## src/logic/poc_pkg.sv

```systemverilog
/*
  Shared constants and carriers for the power mode and oscillator
  calibration block. Assumes a 16-bit register port with 12-bit byte
  addresses and a 50 MHz system clock.
*/
package poc_pkg;

  // ----------------------------------------------------------------------
  // Register port
  // ----------------------------------------------------------------------
  localparam int ADDR_W = 12;
  localparam int DATA_W = 16;

  localparam logic [11:0] ADDR_POWER_CTRL  = 12'h408;
  localparam logic [11:0] ADDR_PLL_SRC     = 12'h414;
  localparam logic [11:0] ADDR_CAL_CTRL    = 12'h440;
  localparam logic [11:0] ADDR_CAL_STATUS  = 12'h444;
  localparam logic [11:0] ADDR_REF_CNT     = 12'h448;
  localparam logic [11:0] ADDR_LP_CNT      = 12'h44C;
  localparam logic [11:0] ADDR_LP_USER     = 12'h4A0;
  localparam logic [11:0] ADDR_PREC_USER   = 12'h4A4;
  localparam logic [11:0] ADDR_LP_ACTIVE   = 12'h4A8;
  localparam logic [11:0] ADDR_PREC_ACTIVE = 12'h4AC;
  localparam logic [11:0] ADDR_TRIM_KEY    = 12'h4B0;

  // ----------------------------------------------------------------------
  // Field positions and reset values
  // ----------------------------------------------------------------------
  localparam int PWR_W           = 12;
  localparam int BIT_PREC_OSC_EN = 8;
  localparam int BIT_PLL_PWR     = 5;
  localparam int BIT_PERIPH_PWR  = 4;
  localparam int BIT_CORE_PWR    = 3;
  localparam int DIV_LSB         = 0;
  localparam int DIV_W           = 3;
  localparam logic [11:0] PWR_RESET = 12'h079;

  localparam int BIT_CAL_EN      = 0;
  localparam int BIT_REF_CLR     = 1;
  localparam int BIT_LP_CLR      = 2;
  localparam int BIT_CAL_RST     = 3;
  localparam int CAL_CTRL_W      = 4;

  localparam int BIT_ST_IRQ      = 0;
  localparam int BIT_ST_BUSY     = 1;
  localparam int BIT_ST_DONE     = 2;

  localparam int REF_W           = 9;
  localparam int LP_W            = 10;
  localparam logic [8:0] REF_MAX = 9'h1FF;

  localparam int LP_TRIM_W       = 8;
  localparam int PREC_TRIM_W     = 10;
  localparam int PREC_ACTIVE_W   = 11;
  localparam logic [7:0] LP_TRIM_RESET   = 8'h80;
  localparam logic [9:0] PREC_TRIM_RESET = 10'h200;
  localparam logic [15:0] TRIM_KEY       = 16'h1324;

  // ----------------------------------------------------------------------
  // Timing: one nominal pass, and a guard of twice that
  // ----------------------------------------------------------------------
  localparam int CLK_HZ      = 50_000_000;
  localparam int CAL_PASS_US = 4000;
  localparam int CAL_PASS_CYCLES = (CAL_PASS_US / 1000) * (CLK_HZ / 1000);
  localparam int CAL_GUARD_CYCLES = 2 * CAL_PASS_CYCLES;

  // ----------------------------------------------------------------------
  // Carriers
  // ----------------------------------------------------------------------
  typedef struct packed {
    logic [2:0] reserved_hi;
    logic       prec_osc_en;
    logic [1:0] reserved_mid;
    logic       pll_pwr;
    logic       periph_pwr;
    logic       core_pwr;
    logic [2:0] core_clock_divider;
  } poc_power_t;

  typedef struct packed {
    logic done;
    logic busy;
    logic irq;
  } poc_cal_status_t;

endpackage

```

## src/logic/poc_top.sv

```systemverilog
/*
  Power mode control and low power oscillator calibration, single module.
  Assumes one 50 MHz clock; both 128 kHz oscillator outputs arrive as
  plain inputs and are synchronised here before their edges are counted.
*/
// Contract
// - Power bit 8 runs the precision oscillator; clearing it stops it.
// - Power bit 5 clear stops PLL and timers clocked from the PLL.
// - PLL and core power bits reset to one and wake-up sets them.
// - Power bit 4 clear stops SRAM, flash, GPIO, SPI; reset and wake set it.
// - LIN wake detection and low-power-clocked wake-up timer keep running.
// - Power bit 3 clear halts the core; software adds a dummy cycle.
// - Divider bits 2..0 give 20.48 MHz over two to the field; reset 001.
// - Low power trim is 8 bits, writable and LIN-updatable.
// - Precision trim is 10 bits, writable and LIN-updatable.
// - A read-only register shows the low power trim in use.
// - A read-only register shows precision trim, 11 bits, 10 used.
// - Reference counter 9 bits on precision edges, other 10 bits.
// - Both counters stop and hold when the reference reaches 0x1FF.
// - Low power trim writes need key 0x1324 written first each time.
// - One pass lasts about 4 ms on the precision oscillator.
// - Control bit 0 starts or aborts; bit 3 resets counters and disables.
// - Control bits 1 and 2 clear reference and low power counters.
// - Status gives busy, complete (cleared by reading the low power count) and finish flag (cleared by a status read).
// - PLL source bit zero picks low power, one picks precision.
`timescale 1ns/100ps
`default_nettype none

module poc_top
  import poc_pkg::*;
#(
  parameter int GUARD_CYCLES = CAL_GUARD_CYCLES
) (
  // Clock and reset
  input  wire logic              REF_CLK,
  input  wire logic              RESET,
  // Register port
  input  wire logic [ADDR_W-1:0] ADDR,
  input  wire logic [DATA_W-1:0] WDATA,
  input  wire logic              WR,
  input  wire logic              RD,
  output logic      [DATA_W-1:0] RDATA,
  // Oscillators and wake-up
  input  wire logic              PREC_OSC_CLK,
  input  wire logic              LP_OSC_CLK,
  input  wire logic              WAKE_EVENT,
  // Timer clock sources
  input  wire logic              GP_TIMER_FROM_PLL,
  input  wire logic              WAKE_TIMER_FROM_LP,
  // LIN derived trim updates
  input  wire logic              LIN_LP_TRIM_VALID,
  input  wire logic [7:0]        LIN_LP_TRIM,
  input  wire logic              LIN_PREC_TRIM_VALID,
  input  wire logic [9:0]        LIN_PREC_TRIM,
  // Power domain controls
  output logic                   PREC_OSC_EN,
  output logic                   PLL_PWR,
  output logic                   PERIPH_PWR,
  output logic                   CORE_HALT,
  output logic      [2:0]        CORE_CLOCK_DIVIDER,
  output logic                   GP_TIMER_RUN,
  output logic                   WAKE_TIMER_RUN,
  output logic                   LIN_WAKE_DETECT_EN,
  output logic                   PLL_SRC_PREC,
  // Trims in use
  output logic      [7:0]        LP_TRIM,
  output logic      [9:0]        PREC_TRIM
);

  // ----------------------------------------------------------------------
  // Decode
  // ----------------------------------------------------------------------
  function automatic logic hit(input logic [ADDR_W-1:0] a,
                               input logic [11:0]       r);
    return a == r;
  endfunction

  logic wr_power;
  logic wr_pll_src;
  logic wr_cal_ctrl;
  logic wr_lp_user;
  logic wr_prec_user;
  logic wr_key;
  logic rd_status;
  logic rd_lp_cnt;

  assign wr_power     = WR && hit(ADDR, ADDR_POWER_CTRL);
  assign wr_pll_src   = WR && hit(ADDR, ADDR_PLL_SRC);
  assign wr_cal_ctrl  = WR && hit(ADDR, ADDR_CAL_CTRL);
  assign wr_lp_user   = WR && hit(ADDR, ADDR_LP_USER);
  assign wr_prec_user = WR && hit(ADDR, ADDR_PREC_USER);
  assign wr_key       = WR && hit(ADDR, ADDR_TRIM_KEY);
  assign rd_status    = RD && hit(ADDR, ADDR_CAL_STATUS);
  assign rd_lp_cnt    = RD && hit(ADDR, ADDR_LP_CNT);

  // ----------------------------------------------------------------------
  // Power mode control
  // ----------------------------------------------------------------------
  poc_power_t power_q;

  // Software is trusted to clear the core, peripheral and PLL bits in
  // the documented combinations; no ordering is enforced here.
  always_ff @(posedge REF_CLK or posedge RESET) begin
    if (RESET) begin
      power_q <= poc_power_t'(PWR_RESET);
    end else begin
      if (wr_power) begin
        power_q <= poc_power_t'(WDATA[PWR_W-1:0]);
      end
      if (WAKE_EVENT) begin
        // Wake-up wins over a same-cycle power-down write
        power_q.pll_pwr    <= 1'b1;
        power_q.periph_pwr <= 1'b1;
        power_q.core_pwr   <= 1'b1;
      end
    end
  end

  assign PREC_OSC_EN        = power_q.prec_osc_en;
  assign PLL_PWR            = power_q.pll_pwr;
  assign PERIPH_PWR         = power_q.periph_pwr;
  assign CORE_HALT          = !power_q.core_pwr;
  assign CORE_CLOCK_DIVIDER = power_q.core_clock_divider;
  assign GP_TIMER_RUN       = !GP_TIMER_FROM_PLL || power_q.pll_pwr;
  assign WAKE_TIMER_RUN     = WAKE_TIMER_FROM_LP || power_q.pll_pwr;
  assign LIN_WAKE_DETECT_EN = 1'b1;

  // ----------------------------------------------------------------------
  // PLL source select
  // ----------------------------------------------------------------------
  logic pll_src_q;

  always_ff @(posedge REF_CLK or posedge RESET) begin
    if (RESET) begin
      pll_src_q <= 1'b0;
    end else if (wr_pll_src) begin
      pll_src_q <= WDATA[0];
    end
  end

  assign PLL_SRC_PREC = pll_src_q;

  // ----------------------------------------------------------------------
  // Trim registers and key
  // ----------------------------------------------------------------------
  logic                   key_armed_q;
  logic [LP_TRIM_W-1:0]   lp_user_q;
  logic [PREC_TRIM_W-1:0] prec_user_q;
  logic [LP_TRIM_W-1:0]   lp_active_q;
  logic [PREC_TRIM_W-1:0] prec_active_q;

  // Any low power trim write consumes the key, good or bad; a wrong key disarms.
  always_ff @(posedge REF_CLK or posedge RESET) begin
    if (RESET) begin
      key_armed_q <= 1'b0;
    end else if (wr_key) begin
      key_armed_q <= (WDATA == TRIM_KEY);
    end else if (wr_lp_user) begin
      key_armed_q <= 1'b0;
    end
  end

  always_ff @(posedge REF_CLK or posedge RESET) begin
    if (RESET) begin
      lp_user_q <= LP_TRIM_RESET;
    end else if (wr_lp_user && key_armed_q) begin
      lp_user_q <= WDATA[LP_TRIM_W-1:0];
    end
  end

  always_ff @(posedge REF_CLK or posedge RESET) begin
    if (RESET) begin
      prec_user_q <= PREC_TRIM_RESET;
    end else if (wr_prec_user) begin
      prec_user_q <= WDATA[PREC_TRIM_W-1:0];
    end
  end

  // The trim in use follows a user write, else the latest LIN update.
  // LIN never touches the user copies, so software must copy back.
  always_ff @(posedge REF_CLK or posedge RESET) begin
    if (RESET) begin
      lp_active_q <= LP_TRIM_RESET;
    end else if (wr_lp_user && key_armed_q) begin
      lp_active_q <= WDATA[LP_TRIM_W-1:0];
    end else if (LIN_LP_TRIM_VALID) begin
      lp_active_q <= LIN_LP_TRIM;
    end
  end

  always_ff @(posedge REF_CLK or posedge RESET) begin
    if (RESET) begin
      prec_active_q <= PREC_TRIM_RESET;
    end else if (wr_prec_user) begin
      prec_active_q <= WDATA[PREC_TRIM_W-1:0];
    end else if (LIN_PREC_TRIM_VALID) begin
      prec_active_q <= LIN_PREC_TRIM;
    end
  end

  // Higher code slows the oscillator; the analog trim takes it as is
  assign LP_TRIM   = lp_active_q;
  assign PREC_TRIM = prec_active_q;

  // ----------------------------------------------------------------------
  // Oscillator synchronisers and edge detect
  // ----------------------------------------------------------------------
  logic [1:0] prec_sync_q;
  logic [1:0] lp_sync_q;
  logic       prec_last_q;
  logic       lp_last_q;
  logic       prec_edge;
  logic       lp_edge;

  // Second stage feeds the edge detect; the first is never read else.
  always_ff @(posedge REF_CLK or posedge RESET) begin
    if (RESET) begin
      prec_sync_q <= 2'h0;
      lp_sync_q   <= 2'h0;
      prec_last_q <= 1'b0;
      lp_last_q   <= 1'b0;
    end else begin
      prec_sync_q <= {prec_sync_q[0], PREC_OSC_CLK};
      lp_sync_q   <= {lp_sync_q[0], LP_OSC_CLK};
      prec_last_q <= prec_sync_q[1];
      lp_last_q   <= lp_sync_q[1];
    end
  end

  assign prec_edge = prec_sync_q[1] && !prec_last_q;
  assign lp_edge   = lp_sync_q[1] && !lp_last_q;

  // ----------------------------------------------------------------------
  // Calibration control
  // ----------------------------------------------------------------------
  logic [CAL_CTRL_W-1:0] cal_ctrl_q;
  logic                  cal_en_last_q;
  logic                  cal_start;
  logic                  cal_rst;

  always_ff @(posedge REF_CLK or posedge RESET) begin
    if (RESET) begin
      cal_ctrl_q <= 4'h0;
    end else if (wr_cal_ctrl) begin
      cal_ctrl_q <= WDATA[CAL_CTRL_W-1:0];
    end
  end

  always_ff @(posedge REF_CLK or posedge RESET) begin
    if (RESET) begin
      cal_en_last_q <= 1'b0;
    end else begin
      cal_en_last_q <= cal_ctrl_q[BIT_CAL_EN];
    end
  end

  assign cal_rst   = cal_ctrl_q[BIT_CAL_RST];
  assign cal_start = cal_ctrl_q[BIT_CAL_EN] && !cal_en_last_q && !cal_rst;

  // ----------------------------------------------------------------------
  // Calibration sequencer
  // ----------------------------------------------------------------------
  typedef enum logic [1:0] {
    POC_IDLE,
    POC_RUN,
    POC_HOLD
  } poc_state_t;

  poc_state_t  state_q;
  logic        ref_full;
  logic        guard_hit;
  logic [31:0] guard_q;

  logic [REF_W-1:0] ref_cnt_q;
  logic [LP_W-1:0]  lp_cnt_q;

  assign ref_full  = (state_q == POC_RUN) && (ref_cnt_q == REF_MAX);
  assign guard_hit = (state_q == POC_RUN) &&
                     (guard_q == 32'(GUARD_CYCLES - 1));

  always_ff @(posedge REF_CLK or posedge RESET) begin
    if (RESET) begin
      state_q <= POC_IDLE;
    end else begin
      unique case (state_q)
        POC_IDLE: begin
          if (cal_start) begin
            state_q <= POC_RUN;
          end
        end
        POC_RUN: begin
          if (cal_rst || !cal_ctrl_q[BIT_CAL_EN]) begin
            state_q <= POC_IDLE;
          end else if (ref_full || guard_hit) begin
            state_q <= POC_HOLD;
          end
        end
        POC_HOLD: begin
          if (cal_rst || !cal_ctrl_q[BIT_CAL_EN]) begin
            state_q <= POC_IDLE;
          end
        end
      endcase
    end
  end

  // A dead precision oscillator would leave the pass busy forever, so
  // a guard of twice the nominal pass ends it without the done flag.
  always_ff @(posedge REF_CLK or posedge RESET) begin
    if (RESET) begin
      guard_q <= 32'h0;
    end else if (state_q != POC_RUN) begin
      guard_q <= 32'h0;
    end else begin
      guard_q <= guard_q + 32'h1;
    end
  end

  // ----------------------------------------------------------------------
  // Calibration counters
  // ----------------------------------------------------------------------
  always_ff @(posedge REF_CLK or posedge RESET) begin
    if (RESET) begin
      ref_cnt_q <= 9'h000;
    end else if (cal_rst || cal_start || cal_ctrl_q[BIT_REF_CLR]) begin
      ref_cnt_q <= 9'h000;
    end else if (state_q == POC_RUN && prec_edge && !ref_full) begin
      ref_cnt_q <= ref_cnt_q + 9'h001;
    end
  end

  // The low power count stops in the same cycle the reference fills.
  always_ff @(posedge REF_CLK or posedge RESET) begin
    if (RESET) begin
      lp_cnt_q <= 10'h000;
    end else if (cal_rst || cal_start || cal_ctrl_q[BIT_LP_CLR]) begin
      lp_cnt_q <= 10'h000;
    end else if (state_q == POC_RUN && lp_edge && !ref_full) begin
      lp_cnt_q <= lp_cnt_q + 10'h001;
    end
  end

  // ----------------------------------------------------------------------
  // Calibration status
  // ----------------------------------------------------------------------
  poc_cal_status_t status;
  logic            done_q;
  logic            irq_q;
  logic            busy_fall;

  assign busy_fall = (state_q == POC_RUN) &&
                     (cal_rst || !cal_ctrl_q[BIT_CAL_EN] || ref_full ||
                      guard_hit);

  // Set wins over a read in the same cycle for both sticky flags.
  always_ff @(posedge REF_CLK or posedge RESET) begin
    if (RESET) begin
      done_q <= 1'b0;
    end else if (ref_full && !cal_rst && cal_ctrl_q[BIT_CAL_EN]) begin
      done_q <= 1'b1;
    end else if (rd_lp_cnt) begin
      done_q <= 1'b0;
    end
  end

  always_ff @(posedge REF_CLK or posedge RESET) begin
    if (RESET) begin
      irq_q <= 1'b0;
    end else if (busy_fall) begin
      irq_q <= 1'b1;
    end else if (rd_status) begin
      irq_q <= 1'b0;
    end
  end

  assign status.done = done_q;
  assign status.busy = (state_q == POC_RUN);
  assign status.irq  = irq_q;

  // ----------------------------------------------------------------------
  // Read port
  // ----------------------------------------------------------------------
  logic [DATA_W-1:0] rd_mux;

  always_comb begin
    rd_mux = 16'h0000;
    unique case (1'b1)
      hit(ADDR, ADDR_POWER_CTRL):  rd_mux = 16'(power_q);
      hit(ADDR, ADDR_PLL_SRC):     rd_mux = 16'(pll_src_q);
      hit(ADDR, ADDR_CAL_CTRL):    rd_mux = 16'(cal_ctrl_q);
      hit(ADDR, ADDR_CAL_STATUS):  rd_mux = 16'(status);
      hit(ADDR, ADDR_REF_CNT):     rd_mux = 16'(ref_cnt_q);
      hit(ADDR, ADDR_LP_CNT):      rd_mux = 16'(lp_cnt_q);
      hit(ADDR, ADDR_LP_USER):     rd_mux = 16'(lp_user_q);
      hit(ADDR, ADDR_PREC_USER):   rd_mux = 16'(prec_user_q);
      hit(ADDR, ADDR_LP_ACTIVE):   rd_mux = 16'(lp_active_q);
      hit(ADDR, ADDR_PREC_ACTIVE): begin
        rd_mux = 16'(prec_active_q);
      end
      default:                     rd_mux = 16'h0000;
    endcase
  end

  // Key register is write-only and reads zero
  always_ff @(posedge REF_CLK or posedge RESET) begin
    if (RESET) begin
      RDATA <= 16'h0000;
    end else if (RD) begin
      RDATA <= rd_mux;
    end else begin
      RDATA <= 16'h0000;
    end
  end

endmodule // poc_top

`default_nettype wire

```

## config.mk

```make
export PLATFORM = sky130hd
export DESIGN_NAME = poc_top
export DESIGN_NICKNAME = d
export VERILOG_FILES = /design/src/logic/poc_pkg.sv /design/src/logic/poc_top.sv
export SDC_FILE = /design/constraint.sdc
export NUM_CORES = 1
export LEC_CHECK = 0
export ABC_CLOCK_PERIOD_IN_PS = 6200
export BUFFER_PORTS_ARGS = -buffer_cell sky130_fd_sc_hd__buf_2
export CORE_MARGIN = 1
export CORE_UTILIZATION = 45
export CTS_CLUSTER_SIZE = 30
export DETAILED_ROUTE_END_ITERATION = 7
export GPL_TIMING_DRIVEN = 1
export PLACE_DENSITY_LB_ADDON = 0.3
export SETUP_SLACK_MARGIN = 0.1
export SLEW_MARGIN = 20
export SYNTH_ARGS = -nofsm -noshare
export SYNTH_HDL_FRONTEND = slang
export SYNTH_SLANG_ARGS = --single-unit
```

## constraint.sdc

```tcl
create_clock -name REF_CLK -period 6.2 [get_ports REF_CLK]
set_input_delay 0.62 -clock REF_CLK [delete_from_list [all_inputs] [get_ports REF_CLK]]
set_output_delay 0.62 -clock REF_CLK [all_outputs]
set_load 0.02 [all_outputs]
```

* Word-level counts from Yosys, hierarchy flattened
Index checks and enable logic that the tools add are counted.
** Operators by class
- Add/subtract/negate cells :: 3
- Eq/ne operators :: 20
- Mux-type cells :: 24
- Reductions and logical operators :: 49
** Operators with widths (count)
- 12-bit by 11-bit equality test with 1-bit output (second input constant) :: 11
- 12-bit one-hot mux with 10 select lines :: 1
- 10-bit 2-to-1 mux :: 4
- 32-bit by 1-bit adder with 32-bit output (second input constant) :: 1
- 32-bit by 19-bit equality test with 1-bit output (second input constant) :: 1
- 32-bit 2-to-1 mux :: 1
- 1-bit logical AND :: 22
- 9-bit 2-to-1 mux :: 2
- 16-bit by 13-bit equality test with 1-bit output (second input constant) :: 1
- 8-bit 2-to-1 mux :: 2
- 2-bit nonzero test :: 8
- 12-bit 2-to-1 mux :: 1
- 10-bit by 1-bit adder with 10-bit output (second input constant) :: 1
- 9-bit by 1-bit adder with 9-bit output (second input constant) :: 1
- 9-bit equality test (second input constant) :: 1
- 1-bit logical OR :: 9
- 1-bit zero test :: 8
- 2-bit 2-to-1 mux :: 4
- 1-bit 2-to-1 mux :: 6
- 6-bit 2-to-1 mux :: 1
- 2-bit one-hot mux with 3 select lines :: 1
- 2-bit != test (second input constant) :: 2
- 3-bit 2-to-1 mux :: 1
- 3-bit by 1-bit != test with 1-bit output (second input constant) :: 1
- 5 further kinds :: 5
** Storage, ports and cells
- Register bits :: 132
- Input port bits :: 57
- Output and inout bits :: 45
- Word-level logic and storage cells :: 122

* Longest topological paths before layout
Gate-level depths: netlist (run 1).
- Word-level depth :: 6
- Mapped depth :: 10
- Gate-level depth less buffers :: 9

* Least setup slack after synthesis (run 1)
OpenSTA, ideal clock, no wires.
- Kind :: register to register
- Start point :: register ref_cnt_q[0]
- End point :: register lp_cnt_q[9]
- Setup time :: 0.078 ns
- Data arrival time :: 2.030 ns
- Data required time :: 6.122 ns
- Path slack :: 4.092 ns
- Cell stages (with the launch flop) :: 10
- Path buffers :: 1
- Clock period less this slack :: 2.108 ns
- Cell sequence :: dfrtp_1 -> ha_1 -> nand3_1 -> nor2_1 -> ha_1 -> nor4bb_1 -> clkbuf_2 -> nand4_1 -> or3_1 -> a21oi_1
** Between the ends
- Longest elaborated chain between the ends :: 5
** Ends and longest elaborated chain
- from (decl) :: RTL line poc_top.sv:274 : logic [REF_W-1:0] ref_cnt_q;
- from (signal assigned) :: RTL line poc_top.sv:328 : ref_cnt_q <= ref_cnt_q + 9'h001;
- 9-bit equality test :: RTL line poc_top.sv:277 : assign ref_full = (state_q == POC_RUN) && (ref_cnt_q == REF_MAX);
- 1-bit logical AND :: RTL line poc_top.sv:277
- 1-bit zero test :: RTL line poc_top.sv:338 : end else if (state_q == POC_RUN && lp_edge && !ref_full) begin
- 1-bit logical AND :: RTL line poc_top.sv:338
- 2-bit nonzero test (no line)
- to (signal assigned) :: RTL line poc_top.sv:339 : lp_cnt_q <= lp_cnt_q + 10'h001;
- to (decl) :: RTL line poc_top.sv:275 : logic [LP_W-1:0] lp_cnt_q;
No other way between the ends.
A chain may end at the register's enable or synchronous reset.

* Worst setup path in the final report (run 1)
- Start point :: register ref_cnt_q[3]
- End point :: register lp_cnt_q[9]
The elaborated chain is that of the path after synthesis.

==> key figures, run 1 <==
Yosys
  • Post-Syn Area: 0.00646 mm2
  • Synth area leader: dfrtp_1
  • Post-Syn Instances: 609
  • Distinct cell type count after synthesis: 62
  • Synth Warn #: 0
  • Post-synth EDFFs: 0
  • Avg Cell Area, Syn: 10.6 um2
  • Synth top area share: 46.1%
  • Asr flop ratio synth: 100%
  • Top post-synthesis cells by area: dfrtp_1, nand2_1, mux2i_1
  • Top_reg_cell synth: dfrtp_1
  • FF+latch count, synth: 128
  • Seq/Total Area, Yosys: 49.7%

Place
  • Placed Instance Area: 0.00705 mm2
  • Post-DP HPWL: 11.1 mm
  • Routability cong.: 0.927
  • IO buf count: 96

Critical path
  • CP Capture Type: flip-flop
  • Critical Path Source Type: flip-flop
  • Worst-path fanout max: 6
  • Worst setup path category: reg -> reg
  • Worst path arrival time: 3.25 ns
  • Worst EP required: 6.54 ns

Drt
  • Drt total wl: 16.0 mm
  • Iteration-0 DRC Markers: 490
  • Post-route ant nets: 0
  • Pre-antenna DRT Iters: 7
  • Number of remaining DRC errors: 0
  • Via Count: 5047
  • Routed len/inst: 17.9 um
  • Vias per std cell: 5.66

Cells and area
  • Most frequent cells in the layout: dfrtp_1, buf_2, nand2_1
  • Synthesis-to-layout area growth: 17.9%
  • Layout cells sized above 1: 24.4%
  • Most common cell after layout, fill and taps aside: dfrtp_1
  • Layout Nets: 763
  • Post-route design area: 0.00762 mm2
  • # diodes: 0

Clock tree
  • Total CTS buffers: 17
  • CTS root buffer: clkbuf_16
  • Reg clk slew, reported paths: 0.05 ns
  • Clock latency on the worst-skew pair: 0.43 ns
  • Clock Path Buffers: 2
  • CTS tree: built
  • Clk sink count: 128
  • Post-cts hold buffer count: 0
  • Post_cts resized: 0
  • Postcts setup bufs: 0
  • H-Tree Depth: 4

Floorplan
  • Row count: 43
  • Initial Util: 46.4%
  • DIE AREA: 0.0148 mm2
  • Die Ht: 122 um
  • Die Width: 122 um
  • IO Count: 102
  • Core Footprint: 0.0139 mm2

Global route
  • First-pass GRT wire length: 25.6 mm
  • Initial antenna violation count: 0
  • Vias in the first global route: 4887
  • Grt total ovfl: 0
  • Largest net degree at the start of global routing: 78
  • Gr usage total: 23.1%

Power and ir drop
  • P_int: 1.60 mW
  • P_sw: 573 uW
  • Reg power frac: 43.2%
  • Cell Pwr Density: 286 mW/mm2
  • Pleak: 3.61 nW
  • Switching Share: 26.3%
  • VDD IR max: 0.174 mV
  • Power share of the combinational group: 12.5%
  • Clock network power share: 44.3%

STA
  • Final min period: 2.91 ns
  • Fmax: 343 MHz
  • Setup TNS Final: 0 ns
  • Slew Viols, Final: 0
  • RSZ-0062 raised after global routing: no
  • Setup-failing EPs final: 0
  • Endpoints failing hold: 0
  • Final period util: 47.0%
  • Slew HR: 33.2%
  • Clock skew: 0.0142 ns
  • Slew @ Worst Pin: 0.989 ns

Worst hold path
  • Hold Path Class: in -> reg

Run
  • Max cap viols: 0

Run status
  • Status: completed
==> synthesized netlist by cell type, drive strengths merged (3+ instances only) <==
cell type  number
a221oi          4
nand3          27
ha              7
clkbuf          8
buf            27
and2           35
dfstp           9
nand2          84
mux2           18
xor2           12
o211ai          3
nor3            9
a21oi          11
nand4          21
dfrtp         119
a22oi           5
nor2           27
nor4bb          4
o21ai          28
mux4            5
a31oi           4
nor4b           4
or3             4
nor4            7
nand2b          3
and3            9
a211o           3
nor2b           8
o2bb2ai         3
inv             9
mux2i          27
and4            8
xnor2          30
a22o            5
==> layer usage <==
layer	routed length [um]	vias to the layer above	global-route usage [%]	share of wire (%)
met1	7060	2492	30.3	44
met3	1000	43	6.18	6.3
met5	0	-	0	0
met2	7450	174	35.6	47
met4	462	0	10.9	2.9
li1	-	2338	-	-
==> worst paths after layout <==
path,startpoint,to,slack (ns),depth (start not counted)
max in group asynchronous,RESET,prec_user_q[5],4.53,3
worst min register to register,prec_sync_q[0],prec_sync_q[1],0.35,0
worst max-delay path,ref_cnt_q[3],lp_cnt_q[9],3.29,8
worst min-delay path,PREC_OSC_CLK,prec_sync_q[0],0.29,1
min in group asynchronous,RESET,guard_q[5],0.40,2
worst max register to register,ref_cnt_q[3],lp_cnt_q[9],3.29,8
==> cell families (layout without fill, tap and decap cells) <==
logic type | after synthesis | in the layout | share of synthesized area [%]
and+or+nand+nor | 262 | 262 | 23.0
AOI/OAI and AO/OA | 74 | 74 | 7.53
adders and majority gates | 7 | 7 | 1.36
muxes | 50 | 50 | 9.06
buffers and inverters | 44 | 144 | 3.52
DFF | 128 | 128 | 49.7
other | 2 | 5 | 0.116
xor gates and xnor gates | 42 | 42 | 5.69
==> critical path, cell delays in order, from the launching register on <==
cell,delay [ns]
dfrtp_1,0.42
and3_1,0.22
nand2_1,0.11
nor2_1,0.06
ha_1,0.27
nor4bb_1,0.87
nand4_1,0.31
or3_1,0.41
a21oi_1,0.14
==> power by group through the flow <==
stage	logic (mW)	clock network (mW)	registers, mW
3_3_place_gp	0.262	0	0.952
2_1_floorplan	0.176	0	0.953
4_1_cts	0.275	0.973	0.941
6_report	0.272	0.964	0.941
5_1_grt	0.303	1.02	0.947
3_5_place_dp	0.272	0	0.954
==> metrics by stage <==
step	utilization (%)	power (mW)	cells	hold slack [ns]	setup WS, ns
finish	54.7	2.18	892	0.293	3.29
global route	54.7	2.27	892	0.287	3.10
CTS	54.7	2.19	892	0.292	3.27
detailed placement	50.6	1.23	860	0.336	2.82
global placement	50.6	1.21	860	0.338	2.93
floorplan	-	1.13	612	0.331	2.18
==> state kept, by name (all words and copies together), names as in the netlist, 4 cells and up <==
signal / flops
ref_cnt_q: 9
prec_user_q: 10
lp_cnt_q: 10
RDATA: 12
PREC_TRIM: 10
LP_TRIM: 8
lp_user_q: 8
cal_ctrl_q: 4
guard_q: 32
power_q: 6
==> layout make-up <==
cell class | instances | area [um2]
Fill cell | 1194 | 6310
Clock inverter | 5 | 50.0
Clock buffer | 27 | 523
Inverter | 9 | 36.3
Tap cell | 180 | 225
Timing Repair Buffer | 103 | 533
Multi-Input combinational cell | 440 | 3040
Sequential cell | 128 | 3210
Note: power is estimated with default switching activity, not from simulation.
==> inputs of run 2 (changes only) <==
Settings changed: ABC_CLOCK_PERIOD_IN_PS 6200 to 2700.
Clock period 6.2 ns to 2.7 ns, I/O delays scaled along.
==> key figures, run 2 (same netlist as run 1, synthesis figures left out) <==
STA
  • Fmax: 424 MHz (was 343 MHz)
  • Clock skew: 0.00947 ns (was 0.0142 ns)
  • RSZ-0062 raised after global routing: no (unchanged)
  • Slew HR: 53.1% (was 33.2%)
  • Slew Viols, Final: 0 (unchanged)
  • Fin Hold WS: 0.0439 ns (was 0.293 ns)
  • Slew @ Worst Pin: 0.699 ns (was 0.989 ns)
  • Setup-failing EPs final: 0 (unchanged)
  • Final period util: 87.3% (was 47.0%)
  • Endpoints failing hold: 0 (unchanged)
  • Setup TNS Final: 0 ns (unchanged)
  • Final min period: 2.36 ns (was 2.91 ns)

Floorplan
  • IO Count: 102 (unchanged)
  • Row count: 43 (unchanged)
  • Die Ht: 122 um (unchanged)
  • Die Width: 122 um (unchanged)
  • Core Footprint: 0.0139 mm2 (unchanged)
  • DIE AREA: 0.0148 mm2 (unchanged)
  • Initial Util: 46.4% (unchanged)

Cells and area
  • Synthesis-to-layout area growth: 19.9% (was 17.9%)
  • # diodes: 0 (unchanged)
  • Most frequent cells in the layout: dfrtp_1, buf_2, nand2_1 (unchanged)
  • Layout Nets: 774 (was 763)
  • Largest registers: guard_q: 32 flops, RDATA: 12 flops (unchanged)
  • Top reg by flops: guard_q (unchanged)
  • Max reg flops: 32 (unchanged)
  • Final Util: 55.6% (was 54.7%)
  • Most common cell after layout, fill and taps aside: dfrtp_1 (unchanged)
  • Layout cells sized above 1: 25.1% (was 24.4%)

Place
  • Routability cong.: 0.862 (was 0.927)
  • Post-DP HPWL: 11.2 mm (was 11.1 mm)
  • IO buf count: 96 (unchanged)

Global route
  • Gr usage total: 23.1% (about the same)
  • Initial antenna violation count: 0 (unchanged)
  • Vias in the first global route: 5037 (was 4887)
  • First-pass GRT wire length: 25.9 mm (was 25.6 mm)
  • Largest net degree at the start of global routing: 129 (was 78)
  • Grt total ovfl: 0 (unchanged)

Clock tree
  • Total CTS buffers: 17 (unchanged)
  • CTS tree: built (unchanged)
  • Post_cts resized: 0 (unchanged)
  • Reg clk slew, reported paths: 0.05 ns (about the same)
  • CTS root buffer: clkbuf_16 (unchanged)
  • Clk sink count: 128 (unchanged)
  • Clock latency on the worst-skew pair: 0.43 ns (about the same)
  • Clock Path Buffers: 2 (unchanged)
  • Postcts setup bufs: 0 (unchanged)
  • H-Tree Depth: 4 (unchanged)

Critical path
  • Critical Path Source Type: flip-flop (unchanged)
  • Worst setup path category: reg -> reg (unchanged)
  • CP Capture Type: flip-flop (unchanged)
  • Worst EP required: 3.04 ns (was 6.54 ns)
  • Worst-path fanout max: 6 (unchanged)
  • R2R Path Start: ref_cnt_q[3] (unchanged)
  • Critical path cell sequence: and3_1 -> nand2_1 -> nor2_1 -> ha_1 -> nor4bb_1 -> nand4_1 -> or3_1 -> a21oi_1 (unchanged)
  • Worst path arrival time: 2.70 ns (was 3.25 ns)
  • Slowest-stage cell, CP: dfrtp_1 (was nor4bb_1)
  • CP max stage delay: 0.43 ns (was 0.87 ns)
  • Reg-to-reg setup timing slack: 0.34 ns (was 3.29 ns)
  • Worst reg2reg endpoint: ref_cnt_q[7] (was lp_cnt_q[9])
  • R2R depth: 8 (unchanged)

Power and ir drop
  • VDD IR max: 0.449 mV (was 0.174 mV)
  • Cell Pwr Density: 664 mW/mm2 (was 286 mW/mm2)
  • Pleak: 3.67 nW (was 3.61 nW)

Drt
  • Post-route ant nets: 0 (unchanged)
  • Vias per std cell: 5.59 (was 5.66)
  • Routed len/inst: 17.5 um (was 17.9 um)
  • Via Count: 5042 (was 5047)
  • Pre-antenna DRT Iters: 5 (was 7)
  • Drt total wl: 15.8 mm (was 16.0 mm)
  • Iteration-0 DRC Markers: 389 (was 490)
  • Number of remaining DRC errors: 0 (unchanged)

Worst hold path
  • Hold Path Class: in -> async (was in -> reg)

Run
  • Max cap viols: 0 (unchanged)

Run status
  • Status: completed (unchanged)
run 2: worst max path at each step:
stage	slack, ns	cells after the start	startpoint	to
floorplan	0.59	9	ref_cnt_q[0]	lp_cnt_q[9]
global placement	0.44	8	ref_cnt_q[0]	lp_cnt_q[9]
finish	0.34	8	ref_cnt_q[3]	ref_cnt_q[7]
global route	0.11	8	ref_cnt_q[0]	ref_cnt_q[7]
detailed placement	0.37	8	ref_cnt_q[0]	lp_cnt_q[9]
CTS	0.34	8	ref_cnt_q[0]	ref_cnt_q[7]
run 2: final cells by class:
type | instances | area [um2]
clock buffers | 25 | 495
clock inverters | 6 | 105
fillers | 1204 | 6190
inverters | 9 | 37.5
multi-input cells | 440 | 3040
flip-flops and latches | 128 | 3210
well taps | 180 | 225
repair buffers | 114 | 633
run 2: stage by stage:
stage / instance area [um2] / power [mW] / cells / setup WS [ns]
after detailed placement: 7130 / 2.83 / 869 / 0.367
final: 7750 / 5.15 / 902 / 0.342
after CTS: 7750 / 5.18 / 902 / 0.335
after global placement: 7130 / 2.81 / 869 / 0.444
after global routing: 7750 / 5.35 / 902 / 0.107
after floorplan: 6480 / 2.59 / 612 / 0.592
run 2: critical path: cells and delay by family, from the launching register on:
| kind | cells | cell delay, ns |
|---|---|---|
| fa+ha+maj | 1 | 0.25 |
| flops | 1 | 0.43 |
| simple gates | 6 | 1.44 |
| compound gates | 1 | 0.16 |
run 2: report_power, final:
group	internal (mW)	switching, mW	leakage, nW
clock	1.54	0.805	0.297
sequential	2.03	0.131	1.68
combinational	0.254	0.386	1.69
run 2: layer usage:
metal / vias to the layer above / routed length, um / track usage, %
met5: - / 0 / 0
met4: 0 / 352 / 9.49
met3: 31 / 1040 / 5.62
met2: 171 / 7750 / 37.8
met1: 2484 / 6690 / 29.3
li1: 2356 / - / -
run 2: repair_timing:
item | CTS | global route
hold buffers | 2 | 0
endpoints found under the hold margin | 2 | 0
endpoints found under the setup margin | 0 | 0
